$ cat src/ftr_top.sv
// ftr_top: fault trip capture, watchdogs, reset paths and lockout timer.
// assumes inputs synchronous to CORE_CLK; power cycle is RST itself.
// no logic here: the whole block lives in ftr_core.

$ cat src/ftr_pkg.sv
// ftr_pkg: constants shared by the fault trip and reset manager.
// assumes a 25 MHz core clock and a plain strobe register port.
`default_nettype none
package ftr_pkg;
  // register offsets
  localparam logic [3:0] ADDR_CTRL   = 4'h0;
  localparam logic [3:0] ADDR_WDOG   = 4'h1;
  localparam logic [3:0] ADDR_STATUS = 4'h2;
  localparam logic [3:0] ADDR_FAULT  = 4'h3;
  localparam logic [3:0] ADDR_IRQST  = 4'h4;
  localparam logic [3:0] ADDR_IRQMSK = 4'h5;
  localparam logic [3:0] ADDR_LOCK   = 4'h6;
  // control register bits
  localparam int CTRL_MODBUS  = 0;
  localparam int CTRL_BACNET  = 1;
  localparam int CTRL_PLUGIN  = 2;
  localparam int CTRL_FBCTRL  = 3;
  localparam int CTRL_FRAME8  = 4;
  localparam logic [7:0] CTRL_RESET = 8'h00;
  // watchdog register: units of milliseconds
  localparam logic [15:0] WDOG_RESET = 16'h03e8;
  localparam int CLK_HZ = 25_000_000;
  localparam int MS_NS  = 1_000_000;
  localparam int CLK_NS = 40;
  localparam int CYC_PER_MS = MS_NS / CLK_NS;
  localparam int SEC_MS = 1000;
  // lockout base time in seconds, doubled per step
  localparam int LOCK_BASE_S = 2;
  localparam int LOCK_STEPS  = 6;
  // fault numbers
  localparam logic [7:0] FLT_NONE      = 8'h00;
  localparam logic [7:0] FLT_STATOR_IMB = 8'h28;
  localparam logic [7:0] FLT_STATOR_HI = 8'h29;
  localparam logic [7:0] FLT_IND_LO    = 8'h2a;
  localparam logic [7:0] FLT_IND_HI    = 8'h2b;
  localparam logic [7:0] FLT_NONCONV   = 8'h2c;
  localparam logic [7:0] FLT_PH_ORDER  = 8'h2d;
  localparam logic [7:0] FLT_OUT_PH    = 8'h31;
  localparam logic [7:0] FLT_SERIAL    = 8'h32;
  localparam logic [7:0] FLT_PLUGIN    = 8'h34;
  localparam logic [7:0] FLT_IOMOD     = 8'h35;
  localparam logic [7:0] FLT_BACNET    = 8'h36;
  localparam logic [7:0] FLT_OVERCUR   = 8'h03;
  // interrupt status bits
  localparam int IRQ_TRIP  = 0;
  localparam int IRQ_CLEAR = 1;
  localparam int IRQ_DENY  = 2;
  typedef enum logic [1:0] {
    ST_RUN  = 2'b00,
    ST_LOCK = 2'b01,
    ST_TRIP = 2'b11
  } ftr_state_t;
endpackage : ftr_pkg
`default_nettype wire

$ cat src/ftr_core.sv
// ftr_core: fault trip capture, watchdogs, reset paths and lockout timer.
// assumes inputs synchronous to CORE_CLK; power cycle is RST itself.
`default_nettype none
module ftr_core #(
  parameter int unsigned CYC_MS = ftr_pkg::CYC_PER_MS
) (
  // clock and reset
  input  wire logic        CORE_CLK,
  input  wire logic        RST,
  // register port
  input  wire logic [3:0]  ADDR,
  input  wire logic [15:0] WDATA,
  input  wire logic        WR,
  input  wire logic        RD,
  output logic      [15:0] RDATA,
  // communication events
  input  wire logic        MODBUS_TELEGRAM,
  input  wire logic        BACNET_TELEGRAM,
  input  wire logic        PLUGIN_CTRL_WORD,
  input  wire logic        OPTION_COMM_LOST,
  input  wire logic        IO_MODULE_COMM_LOST,
  input  wire logic        FB_RESET_BIT,
  // power stage detections
  input  wire logic        OUTPUT_PHASE_OPEN,
  input  wire logic        SUPPLY_ORDER_BAD,
  input  wire logic        OVERCURRENT_TRIP,
  // identification results
  input  wire logic        IDENT_STATOR_IMBALANCE,
  input  wire logic        IDENT_STATOR_HIGH,
  input  wire logic        IDENT_INDUCT_LOW,
  input  wire logic        IDENT_INDUCT_HIGH,
  input  wire logic        IDENT_NONCONVERGE,
  // operator inputs
  input  wire logic        ENABLE_IN,
  input  wire logic        STOP_KEY,
  // outputs
  output logic             OUTPUT_ENABLE,
  output logic             TRIPPED,
  output logic      [7:0]  FAULT_NUM,
  output logic             IRQ
);
  localparam int unsigned SEC_CYC = CYC_MS * ftr_pkg::SEC_MS;

  ftr_pkg::ftr_state_t state_q, state_d;
  logic [7:0]  ctrl_q;
  logic [15:0] wdog_ms_q;
  logic [15:0] rdata_q;
  logic [2:0]  irq_st_q, irq_mk_q;
  logic        irq_q;
  logic [7:0]  fault_q;
  logic        oe_q;
  logic        trip_q;
  logic [2:0]  oc_count_q;
  logic [6:0]  lock_sec_q;
  logic [31:0] sec_tick_q;
  logic [31:0] ms_tick_q;
  logic [15:0] mb_ms_q, bn_ms_q, pm_ms_q;
  logic        en_prev_q, key_prev_q, fb_prev_q;
  logic        en_removed_q;

  // watchdog counter: restart on telegram, stop at limit
  function automatic logic [15:0] wd_next(input logic [15:0] cnt,
                                          input logic        kick,
                                          input logic        tick,
                                          input logic [15:0] lim);
    if (kick)
      wd_next = 16'h0000;
    else if (tick && cnt < lim)
      wd_next = cnt + 16'h0001;
    else
      wd_next = cnt;
  endfunction : wd_next

  // lockout length in seconds for a given step 1..6
  function automatic logic [6:0] lock_len(input logic [2:0] step);
    lock_len = 7'(ftr_pkg::LOCK_BASE_S << (step - 3'h1));
  endfunction : lock_len

  // decode
  wire ms_tick   = (ms_tick_q == 32'(CYC_MS - 1));
  wire sec_tick  = (sec_tick_q == 32'(SEC_CYC - 1));
  wire wr_ctrl   = WR && (ADDR == ftr_pkg::ADDR_CTRL);
  wire wr_wdog   = WR && (ADDR == ftr_pkg::ADDR_WDOG);
  wire wr_msk    = WR && (ADDR == ftr_pkg::ADDR_IRQMSK);
  wire rd_irq    = RD && (ADDR == ftr_pkg::ADDR_IRQST);
  wire wd_zero   = (wdog_ms_q == 16'h0000);
  // idle links hold their count at zero, so enabling starts a full window
  wire mb_kick = MODBUS_TELEGRAM || !ctrl_q[ftr_pkg::CTRL_MODBUS];
  wire bn_kick = BACNET_TELEGRAM || !ctrl_q[ftr_pkg::CTRL_BACNET];
  wire pm_kick = PLUGIN_CTRL_WORD || !ctrl_q[ftr_pkg::CTRL_PLUGIN];

  // watchdogs share one limit; zero disables them
  wire mb_to = ctrl_q[ftr_pkg::CTRL_MODBUS] && !wd_zero &&
               (mb_ms_q >= wdog_ms_q);
  wire bn_to = ctrl_q[ftr_pkg::CTRL_BACNET] && !wd_zero &&
               (bn_ms_q >= wdog_ms_q);
  wire pm_to = ctrl_q[ftr_pkg::CTRL_PLUGIN] && !wd_zero &&
               (pm_ms_q >= wdog_ms_q);
  wire phase_bad = SUPPLY_ORDER_BAD && ctrl_q[ftr_pkg::CTRL_FRAME8];

  // fault priority: overcurrent first, then power stage, ident, comms
  wire [7:0] new_fault =
    OVERCURRENT_TRIP       ? ftr_pkg::FLT_OVERCUR    :
    OUTPUT_PHASE_OPEN      ? ftr_pkg::FLT_OUT_PH     :
    phase_bad              ? ftr_pkg::FLT_PH_ORDER   :
    IDENT_STATOR_IMBALANCE ? ftr_pkg::FLT_STATOR_IMB :
    IDENT_STATOR_HIGH      ? ftr_pkg::FLT_STATOR_HI  :
    IDENT_INDUCT_LOW       ? ftr_pkg::FLT_IND_LO     :
    IDENT_INDUCT_HIGH      ? ftr_pkg::FLT_IND_HI     :
    IDENT_NONCONVERGE      ? ftr_pkg::FLT_NONCONV    :
    (mb_to || OPTION_COMM_LOST) ? ftr_pkg::FLT_SERIAL :
    pm_to                  ? ftr_pkg::FLT_PLUGIN     :
    IO_MODULE_COMM_LOST    ? ftr_pkg::FLT_IOMOD      :
    bn_to                  ? ftr_pkg::FLT_BACNET     :
                             ftr_pkg::FLT_NONE;
  wire trip_ev = (new_fault != ftr_pkg::FLT_NONE);

  // reset requests from the operator paths
  wire rst_en  = en_removed_q && ENABLE_IN && !en_prev_q;
  wire rst_key = STOP_KEY && !key_prev_q;
  wire rst_fb  = ctrl_q[ftr_pkg::CTRL_FBCTRL] &&
                 FB_RESET_BIT && !fb_prev_q;
  wire rst_req = rst_en || rst_key || rst_fb;
  wire lock_done = (lock_sec_q == 7'h00);
  // clearing needs only the lockout to have ended; a cause still present retrips next cycle
  wire clr_ok = rst_req && lock_done;
  wire deny   = rst_req && !lock_done && (state_q != ftr_pkg::ST_RUN);

  always_comb begin
    state_d = state_q;
    case (state_q)
      ftr_pkg::ST_RUN: begin
        if (trip_ev)
          state_d = ftr_pkg::ST_TRIP;
      end
      ftr_pkg::ST_TRIP: begin
        if (clr_ok)
          state_d = ftr_pkg::ST_RUN;
      end
      default: begin
        state_d = ftr_pkg::ST_TRIP;
      end
    endcase
  end

  // read mux
  wire [15:0] rd_mux =
    (ADDR == ftr_pkg::ADDR_CTRL)   ? {8'h00, ctrl_q} :
    (ADDR == ftr_pkg::ADDR_WDOG)   ? wdog_ms_q :
    (ADDR == ftr_pkg::ADDR_STATUS) ? {5'h00, oc_count_q, 6'h00,
                                      oe_q, trip_q} :
    (ADDR == ftr_pkg::ADDR_FAULT)  ? {8'h00, fault_q} :
    (ADDR == ftr_pkg::ADDR_IRQST)  ? {13'h0000, irq_st_q} :
    (ADDR == ftr_pkg::ADDR_IRQMSK) ? {13'h0000, irq_mk_q} :
    (ADDR == ftr_pkg::ADDR_LOCK)   ? {9'h000, lock_sec_q} :
                                     16'h0000;
  wire [2:0] irq_ev = {deny, clr_ok && (state_q == ftr_pkg::ST_TRIP),
                       trip_ev && (state_q == ftr_pkg::ST_RUN)};
  // set wins over the read clear
  wire [2:0] irq_st_d = (rd_irq ? 3'h0 : irq_st_q) | irq_ev;

  // register file
  always_ff @(posedge CORE_CLK or posedge RST) begin
    if (RST) begin
      ctrl_q    <= ftr_pkg::CTRL_RESET;
      wdog_ms_q <= ftr_pkg::WDOG_RESET;
      irq_mk_q  <= 3'h0;
      irq_st_q  <= 3'h0;
      irq_q     <= 1'b0;
      rdata_q   <= 16'h0000;
    end else begin
      if (wr_ctrl)
        ctrl_q <= WDATA[7:0];
      if (wr_wdog)
        wdog_ms_q <= WDATA;
      if (wr_msk)
        irq_mk_q <= WDATA[2:0];
      irq_st_q <= irq_st_d;
      irq_q    <= |(irq_st_d & irq_mk_q);
      rdata_q  <= RD ? rd_mux : 16'h0000;
    end
  end

  // timebases and watchdog counters
  always_ff @(posedge CORE_CLK or posedge RST) begin
    if (RST) begin
      ms_tick_q  <= 32'h0;
      sec_tick_q <= 32'h0;
      mb_ms_q    <= 16'h0000;
      bn_ms_q    <= 16'h0000;
      pm_ms_q    <= 16'h0000;
    end else begin
      ms_tick_q <= ms_tick ? 32'h0 : ms_tick_q + 32'h1;
      // second counter restarts at each trip so lockout runs from it
      if (sec_tick || (trip_ev && state_q == ftr_pkg::ST_RUN))
        sec_tick_q <= 32'h0;
      else
        sec_tick_q <= sec_tick_q + 32'h1;
      mb_ms_q <= wd_next(mb_ms_q, mb_kick, ms_tick, wdog_ms_q);
      bn_ms_q <= wd_next(bn_ms_q, bn_kick, ms_tick, wdog_ms_q);
      pm_ms_q <= wd_next(pm_ms_q, pm_kick, ms_tick, wdog_ms_q);
    end
  end

  // trip state, lockout, edge detectors
  always_ff @(posedge CORE_CLK or posedge RST) begin
    if (RST) begin
      // power cycle clears the trip; lockout count resets with power
      state_q      <= ftr_pkg::ST_RUN;
      fault_q      <= ftr_pkg::FLT_NONE;
      trip_q       <= 1'b0;
      oe_q         <= 1'b0;
      oc_count_q   <= 3'h0;
      lock_sec_q   <= 7'h00;
      en_prev_q    <= 1'b0;
      key_prev_q   <= 1'b0;
      fb_prev_q    <= 1'b0;
      en_removed_q <= 1'b0;
    end else begin
      state_q    <= state_d;
      en_prev_q  <= ENABLE_IN;
      key_prev_q <= STOP_KEY;
      fb_prev_q  <= FB_RESET_BIT;
      if (state_q == ftr_pkg::ST_RUN && trip_ev) begin
        fault_q      <= new_fault;
        en_removed_q <= 1'b0;
        if (new_fault == ftr_pkg::FLT_OVERCUR) begin
          if (oc_count_q != 3'(ftr_pkg::LOCK_STEPS)) begin
            oc_count_q <= oc_count_q + 3'h1;
            lock_sec_q <= lock_len(oc_count_q + 3'h1);
          end else begin
            lock_sec_q <= lock_len(oc_count_q);
          end
        end
      end else begin
        if (!ENABLE_IN && state_q == ftr_pkg::ST_TRIP)
          en_removed_q <= 1'b1;
        if (sec_tick && !lock_done)
          lock_sec_q <= lock_sec_q - 7'h01;
        if (clr_ok && state_q == ftr_pkg::ST_TRIP)
          fault_q <= ftr_pkg::FLT_NONE;
      end
      trip_q <= (state_d == ftr_pkg::ST_TRIP);
      oe_q   <= (state_d == ftr_pkg::ST_RUN) && ENABLE_IN;
    end
  end

  assign RDATA         = rdata_q;
  assign OUTPUT_ENABLE = oe_q;
  assign TRIPPED       = trip_q;
  assign FAULT_NUM     = fault_q;
  assign IRQ           = irq_q;
endmodule : ftr_core
`default_nettype wire

$ cat config.mk
export PLATFORM = sky130hd
export DESIGN_NAME = ftr_core
export DESIGN_NICKNAME = d
export VERILOG_FILES = /design/src/ftr_top.sv /design/src/ftr_pkg.sv /design/src/ftr_core.sv
export SDC_FILE = /design/constraint.sdc
export NUM_CORES = 1
export LEC_CHECK = 0
export ABC_AREA = 1
export BUFFER_PORTS_ARGS = -buffer_cell sky130_fd_sc_hd__buf_2
export CAP_MARGIN = 20
export CORE_MARGIN = 4
export CORE_UTILIZATION = 50
export CTS_CLUSTER_DIAMETER = 150
export CTS_CLUSTER_SIZE = 20
export DETAILED_ROUTE_END_ITERATION = 7
export PLACE_DENSITY = 0.68
export SLEW_MARGIN = 20
export SYNTH_ARGS = -nofsm -noshare
export SYNTH_HDL_FRONTEND = slang
export SYNTH_SLANG_ARGS = --single-unit
$ cat constraint.sdc
create_clock -name CORE_CLK -period 5.7 [get_ports CORE_CLK]
set_input_delay 0.285 -clock CORE_CLK [delete_from_list [all_inputs] [get_ports CORE_CLK]]
set_output_delay 0.285 -clock CORE_CLK [all_outputs]
set_load 0.03 [all_outputs]
; ---- After elaboration in Yosys (flattened, before gate mapping)
; Index checks and enable logic that the tools add are counted.
[word_totals]
out_inout_bits = 27
input_bits = 40
reg_bits = 185
wordCells = 152
[op_classes]
n_bitwise = 2
n_addsub = 9
n_reduce_logical = 59
n_eq_ne = 13
muxes = 40
n_lt_le_gt_ge = 6
shift = 2
[ops]
columns = op, count
row1 = $mux W16, 9
row2 = $mux W6, 12
row3 = $add A32 B1 Y32 const B, 2
row4 = $mux W32, 2
row5 = $mux W7, 7
row6 = $add A16 B1 Y16 const B, 3
row7 = $ge A16 B16 Y1, 3
row8 = $lt A16 B16 Y1, 3
row9 = $eq A32 B15 Y1 const B, 1
row10 = $eq A32 B25 Y1 const B, 1
row11 = $logic_and A1 B1 Y1, 27
row12 = $mux W8, 3
row13 = $logic_not A16 Y1, 1
row14 = $reduce_bool A2 Y1, 7
row15 = $shl A2 B3 Y7 const A, 2
row16 = $eq A4 B3 Y1 const B, 3
row17 = $mux W11, 1
row18 = $logic_not A1 Y1, 9
row19 = $eq A4 B2 Y1 const B, 2
row20 = $reduce_bool A8 Y1, 1
row21 = $logic_not A7 Y1, 1
row22 = $logic_or A1 B1 Y1, 7
row23 = $sub A7 B1 Y7 const B, 1
row24 = $eq A6 B2 Y1 const B, 1
row25 = other kinds (17), 22

; ---- Longest topological paths before layout
; Gate-level depths: netlist (run 1).
[logic_depth]
depth_word = 21
ltp_mapped = 25
ltp_nobuf = 24

; ---- Worst setup path before layout (run 1)
; Ideal clock, no wire load.
[synth_timing]
kind = register to register
start = register wdog_ms_q[5]
end = register sec_tick_q[10]
setup_time_ps = 73
setup_slack_ps = 3246
period_less_slack_ps = 2454
path_stages_with_launch = 18
t_required_ps = 5627
path_buffers = 2
arrival_time_ps = 2381
cell_sequence = dfstp_2 > inv_1 > ha_1 > a21oi_1 > nor2_1 > nor3_1 > nand2_1 > nand2_1 > nand3_1 > nand2_1 > nand3b_2 > nor3_4 > nand3_4 > nand2_4 > buf_8 > buf_8 > nand3_2 > a21oi_2
[synth_via]
elab_chain_len = 20
word_cells_on_any_way = 28
cone_classes = order compare (3) / mux (13) / reduce/logical (12)
[synth_lines]
columns = item, line_no
row1 = "start, declared", ftr_core.sv:46  ; logic [15:0] wdog_ms_q;
row2 = "start signal, assigned", ftr_core.sv:166  ; wdog_ms_q <= ftr_pkg::WDOG_RESET;
row3 = branches (longest 7 deep; another with $ge A16 B16 Y1), n/a
row4 = $mux W6 (*), ftr_core.sv:111  ; (mb_to || OPTION_COMM_LOST) ? ftr_pkg::FLT_SERIAL :
row5 = $mux W6 (*), ftr_core.sv:110  ; IDENT_NONCONVERGE ? ftr_pkg::FLT_NONCONV :
row6 = $mux W6 (*), ftr_core.sv:109  ; IDENT_INDUCT_HIGH ? ftr_pkg::FLT_IND_HI :
row7 = $mux W6 (*), ftr_core.sv:108  ; IDENT_INDUCT_LOW ? ftr_pkg::FLT_IND_LO :
row8 = $mux W6 (*), ftr_core.sv:107  ; IDENT_STATOR_HIGH ? ftr_pkg::FLT_STATOR_HI :
row9 = $mux W6 (*), ftr_core.sv:106  ; IDENT_STATOR_IMBALANCE ? ftr_pkg::FLT_STATOR_IMB :
row10 = $mux W6 (*), ftr_core.sv:105  ; phase_bad ? ftr_pkg::FLT_PH_ORDER :
row11 = $mux W6 (*), ftr_core.sv:104  ; OUTPUT_PHASE_OPEN ? ftr_pkg::FLT_OUT_PH :
row12 = $mux W6 (*), ftr_core.sv:103  ; OVERCURRENT_TRIP ? ftr_pkg::FLT_OVERCUR :
row13 = $reduce_bool A8 Y1 (*), ftr_core.sv:116  ; wire trip_ev = (new_fault != ftr_pkg::FLT_NONE);
row14 = $logic_and A1 B1 Y1 (*), ftr_core.sv:195  ; if (sec_tick || (trip_ev && state_q == ftr_pkg::ST_RUN))
row15 = $logic_or A1 B1 Y1 (*), ftr_core.sv:195
row16 = $mux W32 (*), ftr_core.sv:195
row17 = "end signal, assigned", ftr_core.sv:198  ; sec_tick_q <= sec_tick_q + 32'h1;
row18 = "end, declared", ftr_core.sv:55  ; logic [31:0] sec_tick_q;
; Every way passes the cells marked *.
; A chain may end at the register's enable or synchronous reset.

; ---- Worst setup path in the final report (run 1)
[layout_timing]
start = register wdog_ms_q[3]
end = register sec_tick_q[3]
; Same word-level chain as after synthesis.

==> results of run 1 <==
-- cell type report --
class                      count  area (um^2)
clock inverter                15          180
fill                        1978         9150
timing repair buffer          69          365
tap                          275          344
sequential                   183         4590
inverter                     224          851
multi-input combinational    944         5320
clock buffer                  17          425
-- cell usage after synthesis, types with 9 or more instances --
cell	n
sky130_fd_sc_hd__a21oi_1	80
sky130_fd_sc_hd__clkbuf_1	9
sky130_fd_sc_hd__dfrtp_1	177
sky130_fd_sc_hd__ha_1	60
sky130_fd_sc_hd__inv_1	198
sky130_fd_sc_hd__inv_2	21
sky130_fd_sc_hd__nand2_1	260
sky130_fd_sc_hd__nand3_1	70
sky130_fd_sc_hd__nand4_1	42
sky130_fd_sc_hd__nor2_1	137
sky130_fd_sc_hd__nor3_1	57
sky130_fd_sc_hd__nor3_2	16
sky130_fd_sc_hd__nor4_1	17
sky130_fd_sc_hd__o21ai_0	71
sky130_fd_sc_hd__o21ai_1	11
sky130_fd_sc_hd__xor2_1	35
-- metrics by stage --
step / cells / hold WS, ns / total power, mW / utilization, % / area, um^2
after global routing: 1727 / 0.0862 / 3.81 / 56.9 / 12100
after global placement: 1692 / 0.407 / 2.38 / 53.9 / 11400
after floorplan: 1370 / 0.316 / 2.18 / - / 10900
after CTS: 1727 / 0.0743 / 3.62 / 56.9 / 12100
after detailed placement: 1692 / 0.412 / 2.40 / 53.9 / 11400
final: 1727 / 0.0267 / 3.59 / 56.9 / 12100
-- sequential cells by signal, summed over array words and instances, names as in the netlist, 7 cells and up --
signal,count
mb_ms_q,16
bn_ms_q,16
lock_sec_q,7
pm_ms_q,16
wdog_ms_q,16
sec_tick_q,32
ms_tick_q,32
RDATA,16
ctrl_q,8
-- worst max-delay path, cell delays in order, from the launching register on --
cell and delay (ns):
sky130_fd_sc_hd__dfstp_2 0.54, sky130_fd_sc_hd__inv_1 0.11, sky130_fd_sc_hd__ha_1 0.33, sky130_fd_sc_hd__nand2_1 0.08, sky130_fd_sc_hd__inv_2 0.04, sky130_fd_sc_hd__o21ai_1 0.06, sky130_fd_sc_hd__nand2_1 0.06, sky130_fd_sc_hd__nand2_1 0.05
sky130_fd_sc_hd__nand2_1 0.05, sky130_fd_sc_hd__nand2_1 0.07, sky130_fd_sc_hd__nand3_1 0.12, sky130_fd_sc_hd__a21oi_2 0.26, sky130_fd_sc_hd__inv_2 0.10, sky130_fd_sc_hd__nor3_4 0.20, sky130_fd_sc_hd__nand3_4 0.16, sky130_fd_sc_hd__nand2_4 0.24
sky130_fd_sc_hd__nand2_2 0.42, sky130_fd_sc_hd__nor3b_1 0.30
-- metal layers --
layer	wire [um]	up-vias
li1	-	4646
met1	11900	4358
met2	12000	243
met3	1530	42
met4	430	2
met5	7	-
-- power by group through the flow --
stage	combinational, mW	clock [mW]	sequential (mW)
finish	0.817	1.21	1.56
global route	0.935	1.30	1.58
CTS	0.822	1.24	1.56
detailed placement	0.814	0	1.58
global placement	0.797	0	1.58
floorplan	0.571	0	1.61
-- cell families (layout without fill, tap and decap cells) --
family                     after synthesis  count (layout)  synth area share [%]
and+or+nand+nor                        644             644                  28.6
buffers and inverters                  243             325                  8.84
AOI/OAI and AO/OA                      196             196                  9.93
DFF                                    183             183                  42.2
adders and majority gates               60              60                  6.91
xor gates and xnor gates                42              42                  3.39
other                                    1               2                0.0345
-- final timing paths --
| kind | from | end | slack [ns] | cells after the start |
|---|---|---|---|---|
| worst max-delay path | wdog_ms_q[3]$_DFFE_PP1P_ | sec_tick_q[3]$_DFF_PP0_ | 2.41 | 17 |
| worst min-delay path | RST | ms_tick_q[31]$_DFF_PP0_ | 0.03 | 2 |
| worst max register to register | wdog_ms_q[3]$_DFFE_PP1P_ | sec_tick_q[3]$_DFF_PP0_ | 2.41 | 17 |
| worst min register to register | sec_tick_q[0]$_DFF_PP0_ | sec_tick_q[0]$_DFF_PP0_ | 0.47 | 1 |
| max in group asynchronous | RST | wdog_ms_q[12]$_DFFE_PP0P_ | 4.38 | 3 |
| min in group CORE_CLK | WDATA[6] | wdog_ms_q[6]$_DFFE_PP1P_ | 0.08 | 3 |
==> results.md, run 1 <==
- OpenSTA, run right after detailed placement, puts the worst setup slack at roughly 2.4 ns.
- In this run, CTS created clock tree buffers numbering 17.
- In this run, post-CTS hold repair placed 3 buffers.
- The summed negative setup slack over all endpoints is 0 ns.
- Setup repair after global routing left no endpoint under its margin.
- The maximum clock frequency is 304 MHz.
- By area the synthesized netlist is led by sky130_fd_sc_hd__dfrtp_1 41%, sky130_fd_sc_hd__nand2_1 9.0%, sky130_fd_sc_hd__ha_1 6.9%, sky130_fd_sc_hd__inv_1 6.8%, sky130_fd_sc_hd__nor2_1 4.7%.
- Relative to the synthesized area, the layout overhead comes to 11.1%.
- The type of the worst setup path is reg -> reg.
- Summed over all nets, the switching power comes to between 1 and 1.5 mW.
- The final-report max-slew violation count was 0.
- The top fanout value on the critical path is 31.
- Buffers added to address setup during post-CTS repair amount to 0.
- The initial antenna violation count is 1.
- Summed over all cells, the static leakage comes to between 5 and 6 nW.
- The switching share of power is between 30% and 40%.
- The number of placement rows is 53.
- The layer with the highest usage is met2.
- The count of endpoints failing hold in the final timing report is 0.
- The number of buffers added on ports is 64.
- The internal portion of total power is about 2.3 mW.
- The die is roughly 160 um wide.
- The Yosys step of the flow raised 0 warnings.
- The met2 track demand over resource in global routing is 35.7%.
- Setup violations remaining at the end of the flow were counted as 0.
- The type of element capturing the critical path is a register.
- The floorplan step set the die height to between 150 and 200 um.
- The root buffer cell is sky130_fd_sc_hd__clkbuf_16.
- The fraction of layout cells with a size suffix above 1 is about an eighth.
- The total routing resource utilization after global routing is about 22%.
- The detailed-route wire length is 25,900 um.
- The H-tree was split into 4 levels.
- The worst path meets setup with approximately 2.4 ns of slack.
- In the final routed layout, each cell accounts on average for roughly 15 um.
- The DRC marker count from the first detailed-route iteration is between 600 and 700.
- The clock passes through at most 2 buffers.
- Counting every sink on the clock net gives 183.
- The number of synthesized flops with an enable pin is 0.
- The clock reaches the later pin of the worst-skew pair after 0.44 ns.
- The HPWL after detailed placement is between 15,000 and 20,000 um.
- The kind of launch point of the worst setup path is a register.
- The number of diodes added for antenna fixing is 0.
- The placer's final routability congestion estimate is roughly 0.89.
- In the layout the commonest cells are 260 x sky130_fd_sc_hd__nand2_1, 197 x sky130_fd_sc_hd__inv_1, 177 x sky130_fd_sc_hd__dfrtp_1, 137 x sky130_fd_sc_hd__nor2_1, 80 x sky130_fd_sc_hd__a21oi_1.
- The starting density of the core is roughly 50%.
- After detailed routing, the number of remaining DRC violations is 0.
- The number of resized instances in the post-cts repair step is 0.
- In this run, the clock network consumes between 30 and 40% of the power.
- For the pin with the worst max-slew slack, the measured transition is 1.00 ns.
- For this run, the detailed router's first-pass iteration total came to 5.
- The worst hold path belongs to the class in -> async.
- In this run the biggest area consumer among cell types represents a little over 40% of the synthesized area.
- Global routing consumed, on the met1 layer, between 30% and 40% of the routing resources.
- The number of I/O pins is 67.
- The synthesized netlist occupies a cell area of roughly 0.011 mm^2.
- The share of the clock period used by the worst path after layout is 57.8%.
- In this run, flip-flops and latches consume approximately 43% of the power.
- The normalized max-slew margin is 33.1%.
- The post-layout minimum cycle time is between 3 and 4 ns.
- The global-route wire length before repair is around 44,000 um.
- The count of nets left with antenna violations once routing finished came out at 0.
- At the worst endpoint, the required time is between 6 and 7 ns.
- In this run the mean area of a mapped cell was between 7 and 8 um^2.
- The die area is 0.0241 mm^2.
- The detailed router placed around 9,300 vias in this run.
- Per report_power, the combinational group accounts for between 20% and 30% of the total.
- After detailed routing, the number of vias per cell comes to 5.38.
- For this design the ratio of total power to cell area is a little under 300 mW/mm^2.
- For this run, the leading register cell type out of synthesis is sky130_fd_sc_hd__dfrtp_1.
- The number of nets in the final layout is 1,539.
- The library cell used most frequently in the layout, excluding fill and tap cells, is sky130_fd_sc_hd__nand2_1.
- The unique cell type count in the Yosys netlist is 58.
- The flow ran to the end, and the final reports show no timing, DRC or antenna violations.
- For this run, asynchronously set or reset flops after synthesis account for between 90% and 100%.
- The worst voltage drop across the vdd grid is roughly 0.28 mV.
- The clock-pin slew on the worst setup and hold paths is approximately 0.07 ns.
- The number of storage elements in the synthesis netlist is between 150 and 200.
- The number of maximum-capacitance violations is 0.
- For this run, global-route usage on met3 was measured as ~5%.
- sky130_fd_sc_hd__dfrtp_1 takes more of the synthesized area than any other cell.
- Entering global routing, the biggest net connects about 130 pins.
- In this run the standard cell core region covers roughly 0.021 mm^2.
- The number of global-route vias before repair is roughly 9,000.
- On the final layout, the worst clock skew is approximately 0.013 ns.
- The total overflow left after global routing is 0.
- Counting every instance in the synthesized netlist gives 1,369.
- The sequential fraction of the synthesis area is a little over two fifths.
- TritonCTS built the clock tree.
- For the worst setup path, the data arrival time is ~3.6 ns.
Note: power is estimated with default switching activity, not from simulation.
==> run 2: changes to the inputs <==
--- a/config.mk
+++ b/config.mk
@@ -13,7 +13,7 @@
 export CTS_CLUSTER_DIAMETER = 150
 export CTS_CLUSTER_SIZE = 20
 export DETAILED_ROUTE_END_ITERATION = 7
-export PLACE_DENSITY = 0.68
+export PLACE_DENSITY = 0.7
 export SLEW_MARGIN = 20
 export SYNTH_ARGS = -nofsm -noshare
 export SYNTH_HDL_FRONTEND = slang
==> constraint.sdc (replaced) <==
create_clock -name CORE_CLK -period 2.9 [get_ports CORE_CLK]
set_input_delay 0.145 -clock CORE_CLK [delete_from_list [all_inputs] [get_ports CORE_CLK]]
set_output_delay 0.145 -clock CORE_CLK [all_outputs]
set_load 0.03 [all_outputs]
==> run 2 against run 1 <==
Compared with the run above:
- the run now ends with hold timing left
- critical path depth is 1 lower
- setup slack worse by 2.3 ns
- utilization is 1.3 points higher
- register-to-register slack worse by 2.3 ns
- clock skew is 0.0032 ns lower
- combinational power is 110% higher
- global-route usage is 0.30 points higher
- sequential share of layout area is 0.86 points lower
- final cell count is 1.7% higher
- count of clock-buffer cells in the layout stayed put
- critical path type unchanged
- largest power group unchanged
==> results.md, run 2 (synthesis results as in run 1) <==
- The run finished, with violations left.
- The checks that failed: hold timing.
- The final-report max-slew violation count came to 0.
- The TritonCTS buffer count is 17.
- The post-layout minimum cycle time is 2.78 ns.
- The routed layout has slightly above 9,000 vias.
- The final critical path takes up between 90% and 100% of the cycle.
- The clock power share is ~32%.
- Across the run, the number of max-cap violations was 0.
- The detailed-route wire length is ~26,000 um.
- The HPWL after detailed placement is approximately 19,000 um.
- The total power per unit cell area is 568 mW/mm^2.
- Cells with a size suffix above 1 make up between 10% and 20% of the layout.
- In this run the deepest clock path goes through 2 buffers.
- The clock tree skew after final layout is just under 0.01 ns.
- The die area is ~0.024 mm^2.
- In this run, placement finished with an instance count of approximately 1,700.
- For this run, the detailed router's first-pass iteration total came to 6.
- The type of the worst setup path is reg -> reg.
- The total number of clock tree sinks is 183.
- The global-route wire length before repair is about 45,000 um.
- Setup repair after global routing could not meet its margin everywhere.
- The worst setup path is captured at a register.
- The maximum clock frequency is ~360 MHz.
- The remaining number of nets flagged by the antenna check after routing is 0.
- The data required time of the worst path is between 3 and 4 ns.
- Leaving out fill and tap cells, the most frequent cell in the layout is sky130_fd_sc_hd__nand2_1.
- The switching share of power is between 30% and 40%.
- Of all nets on the critical path, the largest fanout is 14.
- The number of fill cells in the layout is 1,973.
- The count of placed standard cells in the final layout, fillers left out is ~1,800.
- Headroom to the max-slew limit came out at about a quarter.
- After clock tree synthesis, the setup repair step added 0 buffers.
- The internal portion of total power is roughly 4.6 mW.
- After floorplanning, the core was divided into between 50 and 60 placement rows.
- The total routing resource utilization after global routing is a little under a quarter.
- The total overflow left after global routing is 0.
- Summed over all cells, the static leakage comes to 5.98 nW.
- For the pin with the worst max-slew slack, the measured transition is around 1.1 ns.
- The number of global-route vias before repair was 9,031.
- The initial antenna violation count was 0.
- The final number of setup-violating endpoints is 0.
- During placement, the flow inserted port buffers numbering 64.
- In the routed layout, each cell is associated on average with a via count of about 5.3.
- The minimum setup slack among reg-to-reg paths is between 0.1 and 0.15 ns.
- The library cells used most frequently in the layout, excluding fill and tap cells, are 256 x sky130_fd_sc_hd__nand2_1, 197 x sky130_fd_sc_hd__inv_1, 177 x sky130_fd_sc_hd__dfrtp_1, 137 x sky130_fd_sc_hd__nor2_1, 80 x sky130_fd_sc_hd__a21oi_1.
- The root buffer cell is sky130_fd_sc_hd__clkbuf_16.
- The post-route DRC violation count is 0.
- 67 I/O pins were placed.
- The starting density of the core is between 50 and 60%.
- The share of total power dissipated in combinational logic is about a quarter.
- At the end of routability-driven placement, the weighted congestion stood at ~0.97.
- The chip width is roughly 160 um.
- The number of diodes added for antenna fixing is 0.
- The floorplan step defined a core boundary enclosing ~0.021 mm^2.
- The die extent in y is between 150 and 200 um.
- The worst voltage drop across the vdd grid is roughly 0.6 mV.
- The detailed router finished its first iteration with around 580 violations.
- The switching power summed over all nets is between 2 and 2.5 mW.
- Data on the critical path arrives at its endpoint at around 3.2 ns.
- STA classifies the critical path startpoint as a register.
- Power comes to about 7 mW.
- Entering global routing, the biggest net connects approximately 180 pins.
- The post-route worst hold slack is -0.152 ns.
- After the last flow step, the layout net total stands at ~1,600.
- Registers are responsible for 43.7% of the overall power.
- After clock tree synthesis, the clock-pin slew on the worst setup and hold paths is approximately 0.080 ns.
- The H-tree depth is 4.
- TritonCTS built the clock tree.
- The largest registers in the layout are ms_tick_q: 32 flops, sec_tick_q: 32 flops.
- At the later pin of the worst-skew pair, clock insertion delay measures ~0.44 ns.
- The routed wirelength normalized by instance count is 15.1 um.
- Compared with the post-synthesis result, the final layout area differs by 13.7%.
- The path class of the tightest hold or removal check is in -> async.
- The count of endpoints failing hold in the final timing report is 41.
## run 2: changes by cell type in the layout (fill, tap and decap cells not counted), moves of 2 or more
cell / previous run / this run
sky130_fd_sc_hd__dlygate4sd3_1: 3 / 16
sky130_fd_sc_hd__clkinv_4: 0 / 3
sky130_fd_sc_hd__inv_8: 5 / 3
sky130_fd_sc_hd__clkinv_8: 3 / 1
sky130_fd_sc_hd__nand2_1: 260 / 256
sky130_fd_sc_hd__buf_4: 2 / 16
sky130_fd_sc_hd__nand2_2: 7 / 9
## run 2: per-stage QoR
stage          setup TNS [ns]  cell area, um^2  worst slack (ns)  hold slack (ns)  utilization (%)
2_1_floorplan               0            10900             0.409            0.176                -
3_3_place_gp                0            11600             0.110            0.266             54.5
3_5_place_dp                0            11600            0.0536            0.268             54.5
4_1_cts                     0            12300            0.0259         0.000226             57.9
5_1_grt                 -1.57            12300           -0.0872           0.0260             58.2
6_report                    0            12300             0.117           -0.152             58.2
## run 2: final timing paths
check | from | end | depth (start not counted)
hold reg to reg | sec_tick_q[0]$_DFF_PP0_ | sec_tick_q[0]$_DFF_PP0_ | 1
setup reg to reg | wdog_ms_q[5]$_DFFE_PP1P_ | sec_tick_q[6]$_DFF_PP0_ | 16
min in group CORE_CLK | WDATA[3] | wdog_ms_q[3]$_DFFE_PP1P_ | 3
max in group asynchronous | RST | ms_tick_q[25]$_DFF_PP0_ | 3
setup / recovery | wdog_ms_q[5]$_DFFE_PP1P_ | sec_tick_q[6]$_DFF_PP0_ | 16
hold / removal | RST | mb_ms_q[11]$_DFFE_PP0P_ | 3
## run 2: power groups by stage
stage / Combinational, mW / Sequential (mW) / Clock (mW)
global route: 1.92 / 3.10 / 2.41
CTS: 1.68 / 3.06 / 2.30
global placement: 1.61 / 3.10 / 0
detailed placement: 1.64 / 3.11 / 0
floorplan: 1.12 / 3.17 / 0
finish: 1.69 / 3.07 / 2.26
## run 2: repair_timing
item                                    4_1_cts  5_1_grt
hold buffers                                 16        0
resized for setup                             0       12
endpoints found under the setup margin        0       44
hold endpoints to repair                     18        0
## run 2: layout make-up
cell class | count | area, um^2 | area share [%]
timing repair buffer | 98 | 632 | 5.12
multi-input combinational | 944 | 5380 | 43.5
clock buffer | 17 | 425 | 3.45
inverter | 224 | 847 | 6.86
clock inverter | 15 | 138 | 1.11
sequential | 183 | 4590 | 37.1
tap | 275 | 344 | 2.79
## run 2: critical path: stages (launching register included)
cell                       delay [ns]
sky130_fd_sc_hd__dfstp_2         0.55
sky130_fd_sc_hd__inv_1           0.13
sky130_fd_sc_hd__ha_1            0.37
sky130_fd_sc_hd__a21oi_1         0.14
sky130_fd_sc_hd__nor2_1          0.06
sky130_fd_sc_hd__nor3_1          0.13
sky130_fd_sc_hd__nand2_1         0.07
sky130_fd_sc_hd__nand2_1         0.11
sky130_fd_sc_hd__nand3_1         0.10
sky130_fd_sc_hd__nand2_2         0.11
sky130_fd_sc_hd__nand3b_2        0.13
sky130_fd_sc_hd__nor3_4          0.17
sky130_fd_sc_hd__nand3_4         0.13
sky130_fd_sc_hd__nand2_8         0.11
sky130_fd_sc_hd__nand2_4         0.10
sky130_fd_sc_hd__buf_6           0.17
sky130_fd_sc_hd__nor3b_2         0.14
## run 2: metal layers
metal,track usage [%],share of wire [%],wire length [um],up-vias
li1,-,-,-,4706
met1,31.7,47,12300,4370
met2,36.2,47,12300,243
met3,4.06,5.3,1390,31
met4,5.63,1.5,388,0
met5,0,0,0,-
==> run 3: changes to the inputs <==
--- a/config.mk
+++ b/config.mk
@@ -9,11 +9,11 @@
 export BUFFER_PORTS_ARGS = -buffer_cell sky130_fd_sc_hd__buf_2
 export CAP_MARGIN = 20
 export CORE_MARGIN = 4
-export CORE_UTILIZATION = 50
+export CORE_UTILIZATION = 55
 export CTS_CLUSTER_DIAMETER = 150
 export CTS_CLUSTER_SIZE = 20
 export DETAILED_ROUTE_END_ITERATION = 7
-export PLACE_DENSITY = 0.7
+export PLACE_DENSITY = 0.76
 export SLEW_MARGIN = 20
 export SYNTH_ARGS = -nofsm -noshare
 export SYNTH_HDL_FRONTEND = slang
==> run 3 against run 2 <==
Compared with the run above:
- the run now ends clean
- sequential power about the same
- die area decreased by 8.6%
- cell area increased by 2.4%
- utilization increased by 6.7 points
- routed wire length increased by 0.73%
- clock power increased by 10%
- clock skew increased by 0.0048 ns
- worst hold slack improved by 0.19 ns
- total power increased by 5.4%
- critical endpoint unchanged
- largest power group unchanged
==> results.md, run 3 (synthesis results as in run 1) <==
- The run finished with clean final reports.
- The die extent in y is between 100 and 150 um.
- The clock tree from TritonCTS is yes.
- The floorplan step set the die width to around 150 um.
- The clock reaches the later pin of the worst-skew pair after 0.44 ns.
- The routed design could run at a clock period as short as around 2.8 ns.
- The worst register-to-register path has a depth of 18.
- The number of global-route vias before repair is approximately 9,200.
- In this run the power spent charging and discharging nets is 2.50 mW.
- The number of buffers added on ports is 64.
- The number of nets in the final layout is 1,579.
- Using the TritonRoute via totals, the vias-per-cell ratio works out to ~5.5.
- The largest single stage delay on the critical path is ~0.56 ns.
- The remaining global-route overflow is 0.
- The count of endpoints failing hold in the final timing report is 0.
- Setup violations remaining at the end of the flow were counted as 0.
- The clock power share is around a third.
- The total routing resource utilization after global routing is 24.4%.
- The worst register-to-register path ends at sec_tick_q[6]$_DFF_PP0_.
- The number of placement rows is 51.
- The top fanout value on the critical path is 10.
- In the final routed layout, each cell accounts on average for between 15 and 20 um.
- The library cells used most frequently in the layout, excluding fill and tap cells, are 255 x sky130_fd_sc_hd__nand2_1, 195 x sky130_fd_sc_hd__inv_1, 177 x sky130_fd_sc_hd__dfrtp_1, 136 x sky130_fd_sc_hd__nor2_1, 77 x sky130_fd_sc_hd__a21oi_1.
- In this run, CTS created clock tree buffers numbering 17.
- The total power per unit cell area is between 500 and 600 mW/mm^2.
- For the pin with the worst max-slew slack, the measured transition is 0.670 ns.
- The number of I/O pins is 67.
- The worst hold path belongs to the class in -> reg.
- Across the VDD grid, the largest voltage drop is 0.684 mV.
- In the final layout, the registers with the most flip-flops are ms_tick_q: 32 flops, sec_tick_q: 32 flops.
- The first-pass iteration count of the detailed router is 5.
- The worst hold path was traced through 3 stages.
- Cell internal power was estimated by the tool at a little under 5 mW.
- The routed layout has 9,584 vias.
- The master of the slowest instance on the critical path is sky130_fd_sc_hd__dfstp_2.
- The floorplan step defined a die boundary enclosing approximately 0.022 mm^2.
- The tree built by TritonCTS fans out to about 180 sinks.
- The starting density of the core is roughly 56%.
- The worst setup path is captured at a register.
- The fraction of layout cells with a size suffix above 1 is approximately 15%.
- The critical path is of the reg -> reg type.
- The tree is rooted in a sky130_fd_sc_hd__clkbuf_16.
- In this run the critical register-to-register path is launched from wdog_ms_q[9]$_DFFE_PP1P_.
- At the worst endpoint, the arrival time is 3.15 ns.
- The number of diodes added for antenna fixing is 0.
- The DRC marker count from the first detailed-route iteration is 639.
- Combinational logic burns between 20% and 30% of the power.
- The static power due to leakage is between 6 and 7 nW.
- The worst-case clock buffer depth is 2.
- The normalized max-slew margin is between 50 and 60%.
- The growth of design area from synthesis to finish is 16.4%.
- The tightest hold path in the finished design has a slack of 0.0392 ns.
- The clock-pin slew on the worst setup and hold paths is 0.08 ns.
- The detailed-route wire length is around 27,000 um.
- The worst setup path startpoint is wdog_ms_q[9]$_DFFE_PP1P_.
- In the finished design, the share of the clock period the worst path needs comes to ~96%.
- The switching share of power is 33.7%.
- The most critical setup path has its endpoint at sec_tick_q[6]$_DFF_PP0_.
- The final-report max-slew violation count is 0.
- The number of maximum-capacitance violations is 0.
- The summed negative setup slack over all endpoints is 0 ns.
- The minimum setup slack among reg-to-reg paths is ~0.11 ns.
- STA puts the critical path data required time at about 3.3 ns.
- The share of the core filled with cells is ~65%.
- The post-route total power is roughly 7.4 mW.
- The post-route DRC violation count is 0.
- Walking the worst path, the cells encountered are inv_4, ha_4, nand2_1, inv_1, o21ai_1, a21oi_1, nor2_1, nand3_2, a21oi_4, nand2_1, nand2_1, nand2_1, nand2_2, nand3_4, nand2_8, nand2_8, buf_12, nor3b_2.
- The portion of total power attributed to sequential cells is 41.5%.
- For this run, the top clock speed supported by timing is between 300 and 400 MHz.
- The count of nets left with antenna violations once routing finished came out at 0.
- The initial antenna violation count is 0.
- In this run the standard cell core region covers 0.0195 mm^2.
- The H-tree depth is 4.
- The library cell used most frequently in the layout, excluding fill and tap cells, is sky130_fd_sc_hd__nand2_1.
- Between clock sinks in the finished design, the worst skew comes to 0.0146 ns.
- The congestion estimate from routability-driven global placement came to roughly 0.96.
- The global-route wire length before repair is approximately 44,000 um.
- In this design, the critical path's most frequently occurring cell is sky130_fd_sc_hd__nand2_1.
- The maximum number of pins on one net before global-route repair is around 110.
- The HPWL after detailed placement is 19,000 um.
- The kind of launch point of the worst setup path is a register.
-- run 3: timing repair --
item,CTS,global route
endpoints found under the setup margin,1,47
endpoints found under the hold margin,35,0
setup buffers,0,9
hold buffers,18,0
pin swaps,0,15
gates cloned,0,2
resized for setup,1,27
-- run 3: critical path, delay by kind of cell, from the launching register on --
family	cells	cell delay, ns
adders and majority gates	1	0.24
AOI/OAI and AO/OA	3	0.47
and+or+nand+nor	11	1.15
DFF	1	0.56
buffers and inverters	3	0.28
-- run 3: power groups by stage --
stage / registers, mW / logic (mW) / clock network (mW)
after global routing: 3.10 / 2.06 / 2.64
after CTS: 3.06 / 1.69 / 2.53
after floorplan: 3.17 / 1.12 / 0
final: 3.07 / 1.84 / 2.49
after global placement: 3.09 / 1.60 / 0
after detailed placement: 3.10 / 1.65 / 0
-- run 3: layout make-up --
cell class / instances / area [um^2]
fill: 1603 / 6820
multi-input combinational: 944 / 5460
sequential: 183 / 4590
inverter: 224 / 850
timing repair buffer: 109 / 779
clock buffer: 17 / 425
tap: 265 / 332
clock inverter: 15 / 203
-- run 3: how the worst min path moves through the flow --
stage                 startpoint                  endpoint  slack [ns]
4_1_cts        OUTPUT_PHASE_OPEN  FAULT_NUM[2]$_DFFE_PP0P_        0.02
5_1_grt                 WDATA[0]  wdog_ms_q[0]$_DFFE_PP0P_        0.02
6_report                WDATA[2]   irq_mk_q[2]$_DFFE_PP0P_        0.04
3_5_place_dp                 RST   mb_ms_q[10]$_DFFE_PP0P_        0.17
3_3_place_gp                 RST   mb_ms_q[10]$_DFFE_PP0P_        0.17
2_1_floorplan          ENABLE_IN       en_prev_q$_DFF_PP0_        0.18
-- run 3: stage by stage --
step	instances	setup slack [ns]	instance area [um^2]
final	1757	0.113	12600
after global routing	1757	-0.0544	12600
after CTS	1746	0.00674	12400
after detailed placement	1696	0.0492	11600
after global placement	1696	0.124	11600
after floorplan	1370	0.409	10900
-- run 3: metal layers --
metal	up-vias	track usage, %	part of all wire [%]
met1	4545	33.7	45
met4	0	8.31	2.3
met2	264	39.3	47
li1	4725	-	-
met5	-	0	0
met3	50	4.24	5.1
